--- src/common/hppc_pkg.sv ---
package hppc_pkg;
  // ==========================================
  // Widths
  localparam int ADDR_W = 10;
  localparam int DATA_W = 8;
  localparam int EVT_W = 8;
  localparam int REG_N = 16;
  // ==========================================
  // Register offsets
  localparam logic [9:0] OFS_GMASK = 10'h000;
  localparam logic [9:0] OFS_FMASK = 10'h001;
  localparam logic [9:0] OFS_LMASK = 10'h002;
  localparam logic [9:0] OFS_BMASK = 10'h003;
  localparam logic [9:0] OFS_FSTAT = 10'h004;
  localparam logic [9:0] OFS_LSTAT = 10'h005;
  localparam logic [9:0] OFS_BSTAT = 10'h006;
  localparam logic [9:0] OFS_GSTAT = 10'h007;
  localparam logic [9:0] OFS_SCR0 = 10'h008;
  // ==========================================
  // Fields and reset values
  localparam int GEN_BIT = 0;
  localparam int GRP_LSB = 1;
  localparam int GRP_MSB = 3;
  localparam logic [7:0] REG_RST = 8'h00;
  // ==========================================
  // Serial frame
  localparam logic [4:0] SPI_CTRL_LAST = 5'h0f;
  localparam logic [4:0] SPI_DATA_LAST = 5'h07;
  localparam int SPI_ADDR_LSB = 1;
  typedef enum logic [1:0] {
    SP_CTRL = 2'b00,
    SP_DATA = 2'b01,
    SP_DONE = 2'b10
  } hppc_spi_st_t;
endpackage

--- src/common/hppc_grp_if.sv ---
`timescale 1ns/100ps
interface hppc_grp_if #(parameter int W = 8);
  logic [W-1:0] evt;
  logic [W-1:0] mask;
  logic [W-1:0] clr;
  logic [W-1:0] status;
  logic pend;
  modport host (output evt, mask, clr, input status, pend);
  modport grp (input evt, mask, clr, output status, pend);
endinterface

--- src/verilog/hppc_irq_grp.sv ---
`timescale 1ns/100ps
module hppc_irq_grp #(
  parameter int W = 8
) (
  // Clock and reset
  input wire logic i_clk,
  input wire logic i_rst,
  // Source group
  hppc_grp_if.grp g
);
  logic [W-1:0] status_r;
  logic [W-1:0] status_nxt;
  logic pend_r;
  logic pend_nxt;

  // ==========================================
  // Sticky status, an event beats a clear
  always_comb begin
    status_nxt = (status_r & ~g.clr) | g.evt;
    pend_nxt = |(status_nxt & g.mask);
  end

  always_ff @(posedge i_clk) begin
    if (i_rst) begin
      status_r <= '0;
      pend_r <= 1'b0;
    end else begin
      status_r <= status_nxt;
      pend_r <= pend_nxt;
    end
  end

  assign g.status = status_r;
  assign g.pend = pend_r;
endmodule // hppc_irq_grp

--- src/verilog/hppc_port.sv ---
`timescale 1ns/100ps
// What this block does
// - A rising write strobe (data strobe when strapped high) with chip select low writes the data bus into the addressed register.
// - The interrupt pin is pulled low while any unmasked event is pending.
// - The interrupt pin is released once no unmasked event is pending, whether by host clear or by a mask write.
// - Events pass global, framer, line and bit-error mask levels before reaching the pin.
// - Bus timing strap high means direction plus data strobe, low means separate strobes.
// - The two strobe pins are read as read/write strobes or data strobe/direction per strap.
// - The active-low device reset clears all logic and registers.
// - Strobes are ignored while chip select is high.
// - A read drives the addressed register on the data bus while read strobe and select are low.
// - In serial mode data bit 2 is the serial clock, bit 1 data in and bit 0 data out.
module hppc_port
  import hppc_pkg::*;
(
  // Clock and resets
  input wire logic i_clk,
  input wire logic i_sys_rst,
  input wire logic i_device_reset_n,
  // Straps
  input wire logic i_spi_sel,
  input wire logic i_bus_timing_select,
  // Processor port
  input wire logic i_chip_select_n,
  input wire logic i_read_strobe_n,
  input wire logic i_write_strobe_n,
  input wire logic [ADDR_W-1:0] i_addr,
  input wire logic [DATA_W-1:0] i_data,
  output logic [DATA_W-1:0] o_data,
  output logic [DATA_W-1:0] o_data_oe,
  // Interrupt pin, open drain
  output logic o_irq_out_n,
  output logic o_irq_oe,
  // Event sources, one-cycle pulses
  input wire logic [EVT_W-1:0] i_framer_evt,
  input wire logic [EVT_W-1:0] i_liu_evt,
  input wire logic [EVT_W-1:0] i_bert_evt,
  // Write notice to the rest of the device
  output logic o_wr_stb,
  output logic [ADDR_W-1:0] o_wr_addr,
  output logic [DATA_W-1:0] o_wr_data
);
  logic rst;
  assign rst = i_sys_rst | ~i_device_reset_n;

  hppc_grp_if #(.W(EVT_W)) fg ();
  hppc_grp_if #(.W(EVT_W)) lg ();
  hppc_grp_if #(.W(EVT_W)) bg ();

  logic [DATA_W-1:0] regs_r [REG_N];
  logic [DATA_W-1:0] regs_nxt [REG_N];

  function automatic logic [DATA_W-1:0] rd_val(input logic [ADDR_W-1:0] a);
    logic [DATA_W-1:0] v;
    v = '0;
    if (a == OFS_FSTAT) v = fg.status;
    else if (a == OFS_LSTAT) v = lg.status;
    else if (a == OFS_BSTAT) v = bg.status;
    else if (a == OFS_GSTAT) v = {5'h00, bg.pend, lg.pend, fg.pend};
    else if (a < ADDR_W'(REG_N)) v = regs_r[a[3:0]];
    return v;
  endfunction

  // ==========================================
  // Parallel strobes
  // Strobe pins are sampled, so the value held in the last low cycle is
  // what lands; setup time is one clock before the rising edge.
  logic wact;
  logic wq;
  logic rd_act;
  logic pfire;
  logic wq_r;
  logic wq_nxt;
  logic [ADDR_W-1:0] pa_r;
  logic [ADDR_W-1:0] pa_nxt;
  logic [DATA_W-1:0] pd_r;
  logic [DATA_W-1:0] pd_nxt;

  always_comb begin
    wact = i_bus_timing_select ? (~i_read_strobe_n & ~i_write_strobe_n)
                               : ~i_write_strobe_n;
    wq = wact & ~i_chip_select_n & ~i_spi_sel;
    rd_act = ~i_chip_select_n & ~i_spi_sel &
             (i_bus_timing_select ? (~i_read_strobe_n & i_write_strobe_n)
                                  : ~i_read_strobe_n);
    pfire = wq_r & (i_bus_timing_select ? i_read_strobe_n
                                        : i_write_strobe_n);
    wq_nxt = wq;
    pa_nxt = wq ? i_addr : pa_r;
    pd_nxt = wq ? i_data : pd_r;
  end

  always_ff @(posedge i_clk) begin
    if (rst) begin
      wq_r <= 1'b0;
      pa_r <= '0;
      pd_r <= '0;
    end else begin
      wq_r <= wq_nxt;
      pa_r <= pa_nxt;
      pd_r <= pd_nxt;
    end
  end

  // ==========================================
  // Serial port on shared data pins
  // Clock idles low, data in on rising; first read bit out on the last control rising edge, the rest on falling. Burst is ignored.
  logic sp_on;
  logic s_rise;
  logic s_fall;
  logic sfire;
  logic sclk_r;
  logic miso_r;
  logic miso_nxt;
  logic sp_rd_r;
  logic sp_rd_nxt;
  logic [4:0] cnt_r;
  logic [4:0] cnt_nxt;
  logic [15:0] sh_r;
  logic [15:0] sh_nxt;
  logic [DATA_W-1:0] tx_r;
  logic [DATA_W-1:0] tx_nxt;
  logic [ADDR_W-1:0] sp_a_r;
  logic [ADDR_W-1:0] sp_a_nxt;
  hppc_spi_st_t sp_st_r;
  hppc_spi_st_t sp_st_nxt;

  always_comb begin
    sp_on = i_spi_sel & ~i_chip_select_n;
    s_rise = sp_on & i_data[2] & ~sclk_r;
    s_fall = sp_on & ~i_data[2] & sclk_r;
    sfire = 1'b0;
    sp_st_nxt = sp_st_r;
    cnt_nxt = cnt_r;
    sh_nxt = sh_r;
    tx_nxt = tx_r;
    miso_nxt = miso_r;
    sp_a_nxt = sp_a_r;
    sp_rd_nxt = sp_rd_r;
    if (!sp_on) begin
      sp_st_nxt = SP_CTRL;
      cnt_nxt = '0;
    end else begin
      unique case (sp_st_r)
        SP_CTRL: begin
          if (s_rise) begin
            sh_nxt = {sh_r[14:0], i_data[1]};
            cnt_nxt = cnt_r + 5'h01;
            if (cnt_r == SPI_CTRL_LAST) begin
              sp_st_nxt = SP_DATA;
              cnt_nxt = '0;
              sp_rd_nxt = sh_r[14];
              sp_a_nxt = sh_nxt[SPI_ADDR_LSB +: ADDR_W];
              tx_nxt = rd_val(sh_nxt[SPI_ADDR_LSB +: ADDR_W]);
              miso_nxt = tx_nxt[DATA_W-1];
            end
          end
        end
        SP_DATA: begin
          if (s_rise) begin
            sh_nxt = {sh_r[14:0], i_data[1]};
            cnt_nxt = cnt_r + 5'h01;
            if (cnt_r == SPI_DATA_LAST) begin
              sp_st_nxt = SP_DONE;
              sfire = ~sp_rd_r;
            end
          end else if (s_fall && sp_rd_r && cnt_r != '0) begin
            tx_nxt = {tx_r[DATA_W-2:0], 1'b0};
            miso_nxt = tx_r[DATA_W-2];
          end
        end
        SP_DONE: begin
          sp_st_nxt = SP_DONE;
        end
        default: begin
          sp_st_nxt = SP_CTRL;
        end
      endcase
    end
  end

  always_ff @(posedge i_clk) begin
    if (rst) begin
      sclk_r <= 1'b0;
      sp_st_r <= SP_CTRL;
      cnt_r <= '0;
      sh_r <= '0;
      tx_r <= '0;
      miso_r <= 1'b0;
      sp_a_r <= '0;
      sp_rd_r <= 1'b0;
    end else begin
      sclk_r <= i_data[2];
      sp_st_r <= sp_st_nxt;
      cnt_r <= cnt_nxt;
      sh_r <= sh_nxt;
      tx_r <= tx_nxt;
      miso_r <= miso_nxt;
      sp_a_r <= sp_a_nxt;
      sp_rd_r <= sp_rd_nxt;
    end
  end

  // ==========================================
  // Register file and interrupt gating
  logic wr_fire;
  logic [ADDR_W-1:0] wr_a;
  logic [DATA_W-1:0] wr_d;
  logic [DATA_W-1:0] rd_now;
  logic irq_nxt;
  logic [DATA_W-1:0] dout_nxt;
  logic [DATA_W-1:0] doe_nxt;
  logic wr_stb_r;
  logic [ADDR_W-1:0] wr_addr_r;
  logic [DATA_W-1:0] wr_data_r;
  logic [DATA_W-1:0] dout_r;
  logic [DATA_W-1:0] doe_r;
  logic irq_r;

  always_comb begin
    wr_fire = pfire | sfire;
    wr_a = pfire ? pa_r : sp_a_r;
    wr_d = pfire ? pd_r : {sh_r[6:0], i_data[1]};
    regs_nxt = regs_r;
    if (wr_fire && wr_a < ADDR_W'(REG_N) && wr_a != OFS_FSTAT &&
        wr_a != OFS_LSTAT && wr_a != OFS_BSTAT && wr_a != OFS_GSTAT)
      regs_nxt[wr_a[3:0]] = wr_d;
    fg.clr = (wr_fire && wr_a == OFS_FSTAT) ? wr_d : '0;
    lg.clr = (wr_fire && wr_a == OFS_LSTAT) ? wr_d : '0;
    bg.clr = (wr_fire && wr_a == OFS_BSTAT) ? wr_d : '0;
    fg.mask = regs_r[OFS_FMASK[3:0]];
    lg.mask = regs_r[OFS_LMASK[3:0]];
    bg.mask = regs_r[OFS_BMASK[3:0]];
    fg.evt = i_framer_evt;
    lg.evt = i_liu_evt;
    bg.evt = i_bert_evt;
    irq_nxt = regs_r[OFS_GMASK[3:0]][GEN_BIT] &
              |({bg.pend, lg.pend, fg.pend} &
                regs_r[OFS_GMASK[3:0]][GRP_MSB:GRP_LSB]);
    rd_now = rd_val(i_addr);
    dout_nxt = rd_act ? rd_now : {7'h00, miso_r};
    doe_nxt = rd_act ? 8'hff : (sp_on ? 8'h01 : 8'h00);
  end

  always_ff @(posedge i_clk) begin
    if (rst) begin
      for (int i = 0; i < REG_N; i++) regs_r[i] <= REG_RST;
      irq_r <= 1'b0;
      dout_r <= '0;
      doe_r <= '0;
      wr_stb_r <= 1'b0;
      wr_addr_r <= '0;
      wr_data_r <= '0;
    end else begin
      regs_r <= regs_nxt;
      irq_r <= irq_nxt;
      dout_r <= dout_nxt;
      doe_r <= doe_nxt;
      wr_stb_r <= wr_fire;
      wr_addr_r <= wr_a;
      wr_data_r <= wr_d;
    end
  end

  hppc_irq_grp #(.W(EVT_W)) u_fgrp (.i_clk(i_clk), .i_rst(rst), .g(fg));
  hppc_irq_grp #(.W(EVT_W)) u_lgrp (.i_clk(i_clk), .i_rst(rst), .g(lg));
  hppc_irq_grp #(.W(EVT_W)) u_bgrp (.i_clk(i_clk), .i_rst(rst), .g(bg));

  assign o_data = dout_r;
  assign o_data_oe = doe_r;
  // Pin level is a constant low; only the enable moves
  assign o_irq_out_n = 1'b0;
  assign o_irq_oe = irq_r;
  assign o_wr_stb = wr_stb_r;
  assign o_wr_addr = wr_addr_r;
  assign o_wr_data = wr_data_r;
endmodule // hppc_port

--- config.mk ---
export PLATFORM = sky130hd
export DESIGN_NAME = hppc_port
export DESIGN_NICKNAME = d
export VERILOG_FILES = /design/src/common/hppc_pkg.sv /design/src/common/hppc_grp_if.sv /design/src/verilog/hppc_irq_grp.sv /design/src/verilog/hppc_port.sv
export SDC_FILE = /design/constraint.sdc
export NUM_CORES = 1
export LEC_CHECK = 0
export BUFFER_PORTS_ARGS = -buffer_cell sky130_fd_sc_hd__buf_2
export CAP_MARGIN = 15
export CORE_ASPECT_RATIO = 1.25
export CORE_MARGIN = 4
export CORE_UTILIZATION = 55
export CTS_CLUSTER_SIZE = 16
export DETAILED_ROUTE_END_ITERATION = 8
export HOLD_SLACK_MARGIN = 0.02
export PLACE_DENSITY = 0.78
export SYNTH_ARGS = -nofsm -noshare
export SYNTH_HDL_FRONTEND = slang
export SYNTH_SLANG_ARGS = --single-unit
--- constraint.sdc ---
create_clock -name i_clk -period 2.64 [get_ports i_clk]
set_input_delay 0.132 -clock i_clk [delete_from_list [all_inputs] [get_ports i_clk]]
set_output_delay 0.132 -clock i_clk [all_outputs]
set_load 0.02 [all_outputs]
Word-level counts from Yosys, hierarchy flattened
Cells that the tools add are included.
Cells by class
  order comparisons: 7
  reduce and logical (&&, ||, !) cells: 26
  equality and inequality tests: 25
  bitwise logic cells: 41
  add/subtract/negate cells: 1
  muxes and demuxes: 53
Operators by type and width (number)
  8-bit 2-to-1 mux: 20
  128-bit bitwise mux: 1
  10-bit by 3-bit == test with 1-bit output, second input constant: 11
  8-bit binary-select mux with 4-bit select: 2
  8-bit bitwise AND: 6
  10-bit by 3-bit != test with 1-bit output, second input constant: 4
  8-bit demux with 4-bit select: 1
  10-bit by 5-bit less-than comparator with 1-bit output, second input constant: 3
  7-bit 2-to-1 mux: 4
  8-bit inverter: 3
  8-bit OR: 3
  8-bit OR reduction: 3
  5-bit >= comparator, second input constant: 3
  5-bit 2-to-1 mux: 3
  4-bit inverter with 5-bit output: 3
  7-bit one-hot mux with 2 select lines: 1
  1-bit bitwise AND: 13
  1-bit 2-to-1 mux: 13
  2-bit != test, second input constant: 6
  1-bit logical AND: 11
  10-bit 2-to-1 mux: 1
  1-bit inverter: 10
  5-bit one-hot mux with 2 select lines: 1
  2-bit 2-to-1 mux: 4
  18 further kinds: 23
Storage, ports and cells
  register bits after elaboration: 252
  logic and storage cells: 193
  output and inout port bits: 37
  input bits: 50

Depth between registers and ports, before layout
Gate-level depths: netlist of run 1.
  word-level depth: 15
  gate-level depth with buffers: 10
  gate-level depth less buffers: 8

Modules after synthesis
From an unflattened synthesis of run 1, not the netlist that was laid out.
Unflattened totals
  cell total of the unflattened synthesis: 1246
  area total of the unflattened synthesis: 12295.5 µm²
Modules (own cells, without submodules)
  hppc_port: times used 1, area each 11011.8 µm², sequential area each 4384.2 µm², cells each 1132
  hppc_irq_grp: times used 3, area each 427.9 µm², sequential area each 180.2 µm², cells each 38

Worst setup path after synthesis of run 1
OpenSTA, ideal clock, no wires.
  path kind: flip-flop to flip-flop
  start: register sp_a_r[9]
  end: register regs_r[0] in the netlist's numbering
  data arrival time: 2532 ps
  buffers on the path: 2
  library setup time: 128 ps
  stages on the path, launching flop included: 10
  slack: -20 ps
  required time: 2512 ps
  period minus slack after synthesis: 2660 ps
  cell sequence: dfxtp_1 > or4_1 > a2111o_1 > a22oi_4 > or4b_1 > buf_6 > nand2b_4 > buf_6 > mux2i_1 > nor2_1
On the way
  longest elaborated chain between the ends: 7
  elaborated cells on any way between the ends: 11
  classes of those cells: order compare: 1; eq/ne: 4; mux: 1; reduce/logical: 5
Ends and longest elaborated chain
  start: declaration: line hppc_port.sv:123  | logic [ADDR_W-1:0] sp_a_r;
  start signal: assignment: line hppc_port.sv:199  | sp_a_r <= sp_a_nxt;
  10-bit 2-to-1 mux *: line hppc_port.sv:222  | wr_a = pfire ? pa_r : sp_a_r;
  10-bit by 5-bit less-than comparator with 1-bit output: line hppc_port.sv:225  | if (wr_fire && wr_a < ADDR_W'(REG_N) && wr_a != OFS_FSTAT &&
  1-bit logical AND (3 in series): line hppc_port.sv:225
  1-bit logical AND: line hppc_port.sv:226  | wr_a != OFS_LSTAT && wr_a != OFS_BSTAT && wr_a != OFS_GSTAT)
  1-bit logical AND *: line hppc_port.sv:226
  end signal: assignment: line hppc_port.sv:255  | regs_r <= regs_nxt;
  end: declaration: line hppc_port.sv:50  | logic [DATA_W-1:0] regs_r [REG_N];
Mark *: on every way between the ends. The rest lies on a longest branch, timed or not.
A chain may end at the register's enable or synchronous reset.

Final worst setup path of run 1
  start: register sp_a_r[9]
  end: register regs_r[56] in the netlist's numbering
The elaborated chain is that of the path after synthesis.

==> results.md, run 1 <==
- Routed vias/inst: around 6
- GRT overflow: 0
- Die width: around 140 um
- Hold/Removal Path Class: in2reg
- Vias in the first global route: ~9900
- PortBufs: 85
- Req. time, crit path: roughly 3 ns
- Cell taking the most area after synthesis: dfxtp_1
- Synth top area share: 42.4%
- Worst R2R Setup Slack: between 0.02 and 0.03 ns
- Pin count of the biggest net entering global routing: 69
- Reg2reg start: sp_a_r[9]
- Synth area leaders: dfxtp_1 42%, mux4_2 13%, nor2_1 6.2%, mux2i_1 5.7%, a21oi_1 4.7%
- Clock Latency Late Sink: ~0.55 ns
- Final Hold Viols: 0
- Pre-antenna DRT Iters: 6
- CTS buffer count: 25
- Global-route wire length before repair: between 50000 and 60000 um
- Core area: 20800 um2
- Fin util: approximately 68%
- Hold path endpoint: pa_r[0]
- RePlAce Congestion: between 0.9 and 1
- Initial Util: between 50% and 60%
- Multi-input gate area: between 6000 and 7000 um2
- Worst slack, placed: -0.0322 ns
- Peak-usage layer in the global routing report: met2
- All-layer global routing usage: between 30 and 40%
- Relative slew margins: a little under half
- Synth-to-layout area growth: 21.1%
- Register area share after synthesis: between 40% and 50%
- Commonest non-fill, non-tap cell in the layout: dfxtp_1
- CP Data Arrival Time: between 3 and 4 ns
- Final period utilization: a little under 100%
- FMAX: approximately 380 MHz
- Unique masters post-synth: 65
- # clock sinks: roughly 250
- Fillers: about 1600
- Mapped Nets: between 1000 and 1500
- Outcome: finished clean
- Yosys Warn Count: 0
- Syn Std Cell Area: approximately 12000 um2
- Avg Synthesized Cell Area: between 9 and 10 um2
- GRT met2 Usage: a little over half
- Htree depth: 1
- Total number of vias: 10400
- Layout cells sized above 1: about 23%
- Rows: 59
- DRC: 0
- Fin Hold WS: 0.116 ns
- Final nets: between 1000 and 1500
- ANT nets after route: 0
- Ports: between 80 and 90
- Pwr dens: ~550 nW/um2
- Measured slew at the worst slew-check pin: 0.787 ns
- Initial antenna violation count: 1
- Worst setup margin: 0.0256 ns
- CP Launch Type: flip-flop
- Maximum root-to-sink buffer count: 3
- Number of flops mapped to enable cells by yosys: 0
- Overall power: between 7 and 8 mW
- Min Tclk post-route: between 2 and 3 ns
- Reg2reg path depth: 9
- Placed inst area: around 13000 um2
- WL per Instance: ~22 um
- Hold_sp: i_addr[0]
- Leak: between 5 and 6 nW
- Maximum capacitance violations: 0
- #FFs+latches synth: 246
- Post-route cell area: approximately 14000 um2
- Fraction of registers with async set/reset: 0%
- Met3 GRT Util: under 10%
- RSZ-0062 raised after global routing: yes
- Slew Limit Fails: 0
- Prevailing post-synth register cell: dfxtp_1
- Maximum VDD drop: 0.604 mV
- Clk_skew: about 0.034 ns
- Post-Synthesis Cells: between 1000 and 1500
- Clock Tree Root: clkbuf_16
- Reg2reg end: regs_r[56]
- Crit. End Element: flip-flop
- DPL Wire Length: 26400 um
- Hold depth: 4
- Die height: between 150 and 200 um
- Met1 usage: a little over a third
- Die area: 23500 um2
- Final setup viols: 0
- CP Class: reg2reg
- WL final: around 37000 um
- TritonCTS clock tree: done
- Commonest cells after routing, fill and taps aside: 243 x dfxtp_1, 187 x nor2_1, 145 x nand2_1
- Reg area: approximately 5000 um2
- Worst-path fanout max: 16
- Clock transition at the registers of the reported paths: 0.06 ns
- Iteration-0 DRC Markers: between 1000 and 1500
power breakdown:
part	total (mW)	internal (mW)	switching, mW
Clock	3.58	2.08	1.50
Sequential	3.77	3.73	0.0361
Combinational	0.386	0.160	0.225
Total	7.74	5.98	1.76
flip-flops by register name, summed over array words and instances (netlist names), 8 cells and up:
name             flops
o_data               8
u_bgrp.g.status      8
fg.mask              8
lg.mask              8
regs_r             104
o_wr_addr           10
u_lgrp.g.status      8
sh_r                15
bg.mask              8
o_wr_data            8
u_fgrp.g.status      8
sp_a_r              10
pa_r                10
pd_r                 8
stage by stage:
step	TNS, ns	std cells
2_1_floorplan	0	1252
3_3_place_gp	0	1589
3_5_place_dp	-0.113	1589
4_1_cts	0	1676
5_1_grt	-0.248	1682
6_report	0	1683
cells by family after synthesis:
logic type	share of synthesized area, %
AND/OR/NAND/NOR	17.9
AO/OA/AOI/OAI	14.9
flip-flops	42.4
multiplexers	19.7
buffers and inverters	4.51
adder cells (fa/ha/maj)	0.430
XOR/XNOR	0.151
other	0.0323
routing by layer:
| metal | wire, um | part of all wire (%) |
|---|---|---|
| met1 | 13800 | 37 |
| met2 | 18100 | 48 |
| met3 | 3050 | 8.2 |
| met4 | 2450 | 6.6 |
| met5 | 0 | 0 |
repair_timing:
item,in CTS,in global routing
gates resized for setup,1,28
buffers inserted,0,4
gates cloned,0,1
pin swaps,1,10
hold endpoints to repair,45,0
hold buffers,41,0
endpoints found under the setup margin,11,98
worst max path at each step:
stage / startpoint / to / slack (ns)
6_report: sp_a_r[9] / regs_r[56] / 0.03
5_1_grt: sp_a_r[9] / lg.mask[6] / -0.04
3_3_place_gp: sp_a_r[9] / regs_r[33] / 0.001
4_1_cts: cnt_r[1] / regs_r[4] / 0.03
2_1_floorplan: sp_a_r[9] / regs_r[0] / 0.003
3_5_place_dp: sp_a_r[9] / regs_r[39] / -0.03
final cells by class:
class	instances	share of cell area (%)
Clock buffer	38	5.36
Multi-Input combinational cell	883	44.6
Tap cell	274	2.44
Clock inverter	8	0.613
Antenna cell	2	0.0356
Timing Repair Buffer	209	11.3
Sequential cell	246	35.0
Inverter	23	0.613
Yosys cell counts (3+ instances only):
library cell / number
a211oi_1: 54
a21boi_0: 3
a21oi_1: 110
a22oi_1: 3
a31oi_1: 13
a41oi_1: 5
and2_1: 37
buf_1: 11
buf_2: 11
buf_4: 7
buf_6: 3
clkbuf_1: 68
dfxtp_1: 246
ha_1: 4
inv_1: 23
mux2_2: 7
mux2i_1: 66
mux4_2: 69
nand2_1: 145
nand2b_1: 10
nand3_1: 6
nand4_1: 6
nand4b_1: 3
nor2_1: 193
nor2b_1: 5
nor3_1: 15
nor3b_1: 11
nor4_1: 10
o211ai_1: 6
o21ai_0: 40
o22a_1: 10
o31ai_1: 4
or2_2: 4
critical path, stage by stage, from the launching register on:
cell	delay (ns)
dfxtp_2	0.32
or4_4	0.52
a2111o_1	0.33
a22oi_4	0.15
buf_4	0.17
nand4_1	0.26
nor2_2	0.21
buf_6	0.20
nor2_1	0.06
a211oi_1	0.27
Note: power is estimated with default switching activity, not from simulation.
==> inputs of run 2 (changes only) <==
clock period = 2.3 ns   (was 2.64 ns; I/O delays follow)
==> run 2 against run 1 <==
  * Combinational power grew 21%
  * Final cell count grew 3.4%
  * Non-clock buffer count grew 64
  * First-iteration DRC count grew 8.2%
  * Largest cell class unchanged
  * Maximum frequency shrank 2.8%
  * Highest routed layer unchanged
  * The run now ends with setup timing left
  * Register-to-register slack lost 0.41 ns
==> results.md, run 2 (synthesized netlist as in run 1, its figures left out) <==
- Post-route cell area: 14900 um2 (+5.7%)
- Switch share: 22.6% (-0.20 points)
- FMAX: 372 MHz (-2.8%)
- DRC: 0 (unchanged)
- PortBufs: 85 (unchanged)
- ANT nets after route: 0 (unchanged)
- Net Switching: 2.01 mW (+14%)
- Synth-to-layout area growth: 27.9%
- RePlAce Congestion: 1.02 (+5.9%)
- Max reg flops: 104 (unchanged)
- Routed vias/inst: 6.30 (+2.1%)
- Commonest cells after routing, fill and taps aside: 243 x dfxtp_1, 181 x nor2_1, 145 x nand2_1
- TritonCTS clock tree: done
- Htree depth: 1 (unchanged)
- Maximum capacitance violations: 0 (unchanged)
- Maximum VDD drop: 0.620 mV (+2.7%)
- Req. time, crit path: 2.71 ns (-0.36 ns)
- CTS buffer count: 24 (-4.0%)
- Clock Tree Root: clkbuf_16
- GRT overflow: 0 (unchanged)
- Hold/Removal Path Class: in2reg
- Pin count of the biggest net entering global routing: 66 (-4.3%)
- Initial antenna violation count: 0 (-1)
- Largest Register: regs_r
- Die height: 171 um (unchanged)
- Clk_skew: 0.0209 ns (-0.0131 ns)
- Clock Latency Late Sink: 0.54 ns (about the same)
- Placed inst area: 13200 um2 (+4.1%)
- Min Tclk post-route: 2.69 ns (+0.0743 ns)
- Pwr dens: 599 nW/um2 (+8.8%)
- Pre-antenna DRT Iters: 5 (-1)
- Slew Limit Fails: 0 (unchanged)
- Final period utilization: 117% (+18 points)
- Final setup viols: 116 (+116)
- Part of the power in the clock network: 46.1% (-0.2 points)
- Seq pwr share: 48.6% (about the same)
- Global-route wire length before repair: 59700 um (+4.8%)
- Final Hold Viols: 0 (unchanged)
- Relative slew margins: 40.5% (-7.0 points)
- Ports: 87 (unchanged)
- Iteration-0 DRC Markers: 1170 (+8.2%)
- CP Launch Type: flip-flop
- Leak: 5.69 nW (+6.6%)
- Commonest non-fill, non-tap cell in the layout: dfxtp_1
- Failing checks: setup timing
- Initial Util: 55.8% (unchanged)
- Final nets: 1505 (+4.4%)
- WL per Instance: 22.6 um (+1.7%)
- Die width: 138 um (unchanged)
- Layout cells sized above 1: 28.4% (+5.5 points)
- Crit. End Element: flip-flop
- Total number of vias: 11000 (+5.6%)
- Measured slew at the worst slew-check pin: 0.883 ns (+0.0956 ns)
- All-layer global routing usage: 31.9% (+1.4 points)
- Worst setup margin: -0.389 ns (-0.414 ns)
- # clock sinks: 246 (unchanged)
- Fillers: 1454 (-8.4%)
- RSZ-0062 raised after global routing: yes
- N_diodes: 0 (-2)
- Rows: 59 (unchanged)
- Outcome: finished, violations left
- Cell Int Power: 6.89 mW (+15%)
- Die area: 23500 um2 (unchanged)
- Vias in the first global route: 10500 (+5.6%)
- CP Class: reg2reg
- Worst-path fanout max: 8 (-8)
- Maximum root-to-sink buffer count: 3 (unchanged)
- Clock transition at the registers of the reported paths: 0.07 ns (about the same)
- Largest regs: regs_r x104, sh_r x15
- Core area: 20800 um2 (unchanged)
- WL final: 39300 um (+5.2%)
- CP Data Arrival Time: 3.10 ns (+0.06 ns)
- DPL Wire Length: 27300 um (+3.2%)
- Fin Hold WS: 0.114 ns (-0.00119 ns)
- Logic pwr share: 5.3% (+0.3 points)
[run 2: changes by cell type in the layout (fill, tap and decap cells not counted), moves of 6 or more]
| cell | before | now |
|---|---|---|
| buf_12 | 9 | 18 |
| a211oi_2 | 4 | 18 |
| a21oi_1 | 110 | 98 |
| a211oi_1 | 52 | 38 |
| buf_4 | 68 | 112 |
| a21oi_2 | 0 | 12 |
| buf_6 | 5 | 13 |
| nor2_1 | 187 | 181 |
[run 2: final timing paths]
path,from,to,slack [ns],depth (start not counted)
setup / recovery,sp_a_r[9],regs_r[25],-0.39,10
hold / removal,i_spi_sel,o_data[0],0.11,4
setup reg to reg,sp_a_r[9],regs_r[25],-0.39,10
hold reg to reg,sh_r[12],sh_r[13],0.45,2
[run 2: repair_timing]
action / 4_1_cts / 5_1_grt
endpoints found under the hold margin: 47 / 0
resized for setup: 22 / 51
setup endpoints to repair: 118 / 127
buffers inserted: 9 / 12
hold buffers: 42 / 0
gates cloned: 0 / 1
pin swaps: 5 / 14
[run 2: final cells by class]
cell class                 instances  area (um2)  share of cell area [%]
inverter                          23        86.3                   0.581
clock inverter                     7        96.3                   0.648
clock buffer                      34         721                    4.85
multi-input combinational        883        6440                    43.3
tap                              274         343                    2.31
timing repair buffer             273        2250                    15.1
sequential                       246        4930                    33.2
[run 2: worst max-delay path: stages, from the launching register on]
cell and delay [ns]:
dfxtp_2 0.32, or4_4 0.52, a2111o_1 0.33, a22oi_4 0.15
buf_4 0.17, nand4_1 0.21, buf_4 0.22, nand2b_1 0.16
buf_12 0.21, mux2i_1 0.20, nor2_1 0.07
[run 2: stage by stage]
stage	std cells	power [mW]	setup TNS, ns	setup slack [ns]	util, %
6_report	1740	8.90	-28.43	-0.389	71.4
5_1_grt	1740	9.11	-34.13	-0.420	71.4
4_1_cts	1728	8.90	-20.62	-0.330	70.1
3_5_place_dp	1636	4.81	-21.65	-0.334	63.4
3_3_place_gp	1636	4.81	-17.90	-0.285	63.4
2_1_floorplan	1252	4.62	-4.23	-0.238	-
[run 2: metal layers]
layer	GRT usage [%]	part of all wire, %
met5	0	0
met4	20.4	7.7
met3	4.78	8.0
met2	54.0	48
met1	38.2	36
[run 2: power groups by stage]
| stage | Sequential, mW | Clock [mW] | Combinational (mW) |
|---|---|---|---|
| 3_5_place_dp | 4.42 | 0 | 0.391 |
| 4_1_cts | 4.32 | 4.12 | 0.451 |
| 5_1_grt | 4.32 | 4.28 | 0.499 |
| 2_1_floorplan | 4.40 | 0 | 0.223 |
| 3_3_place_gp | 4.42 | 0 | 0.387 |
| 6_report | 4.33 | 4.11 | 0.468 |
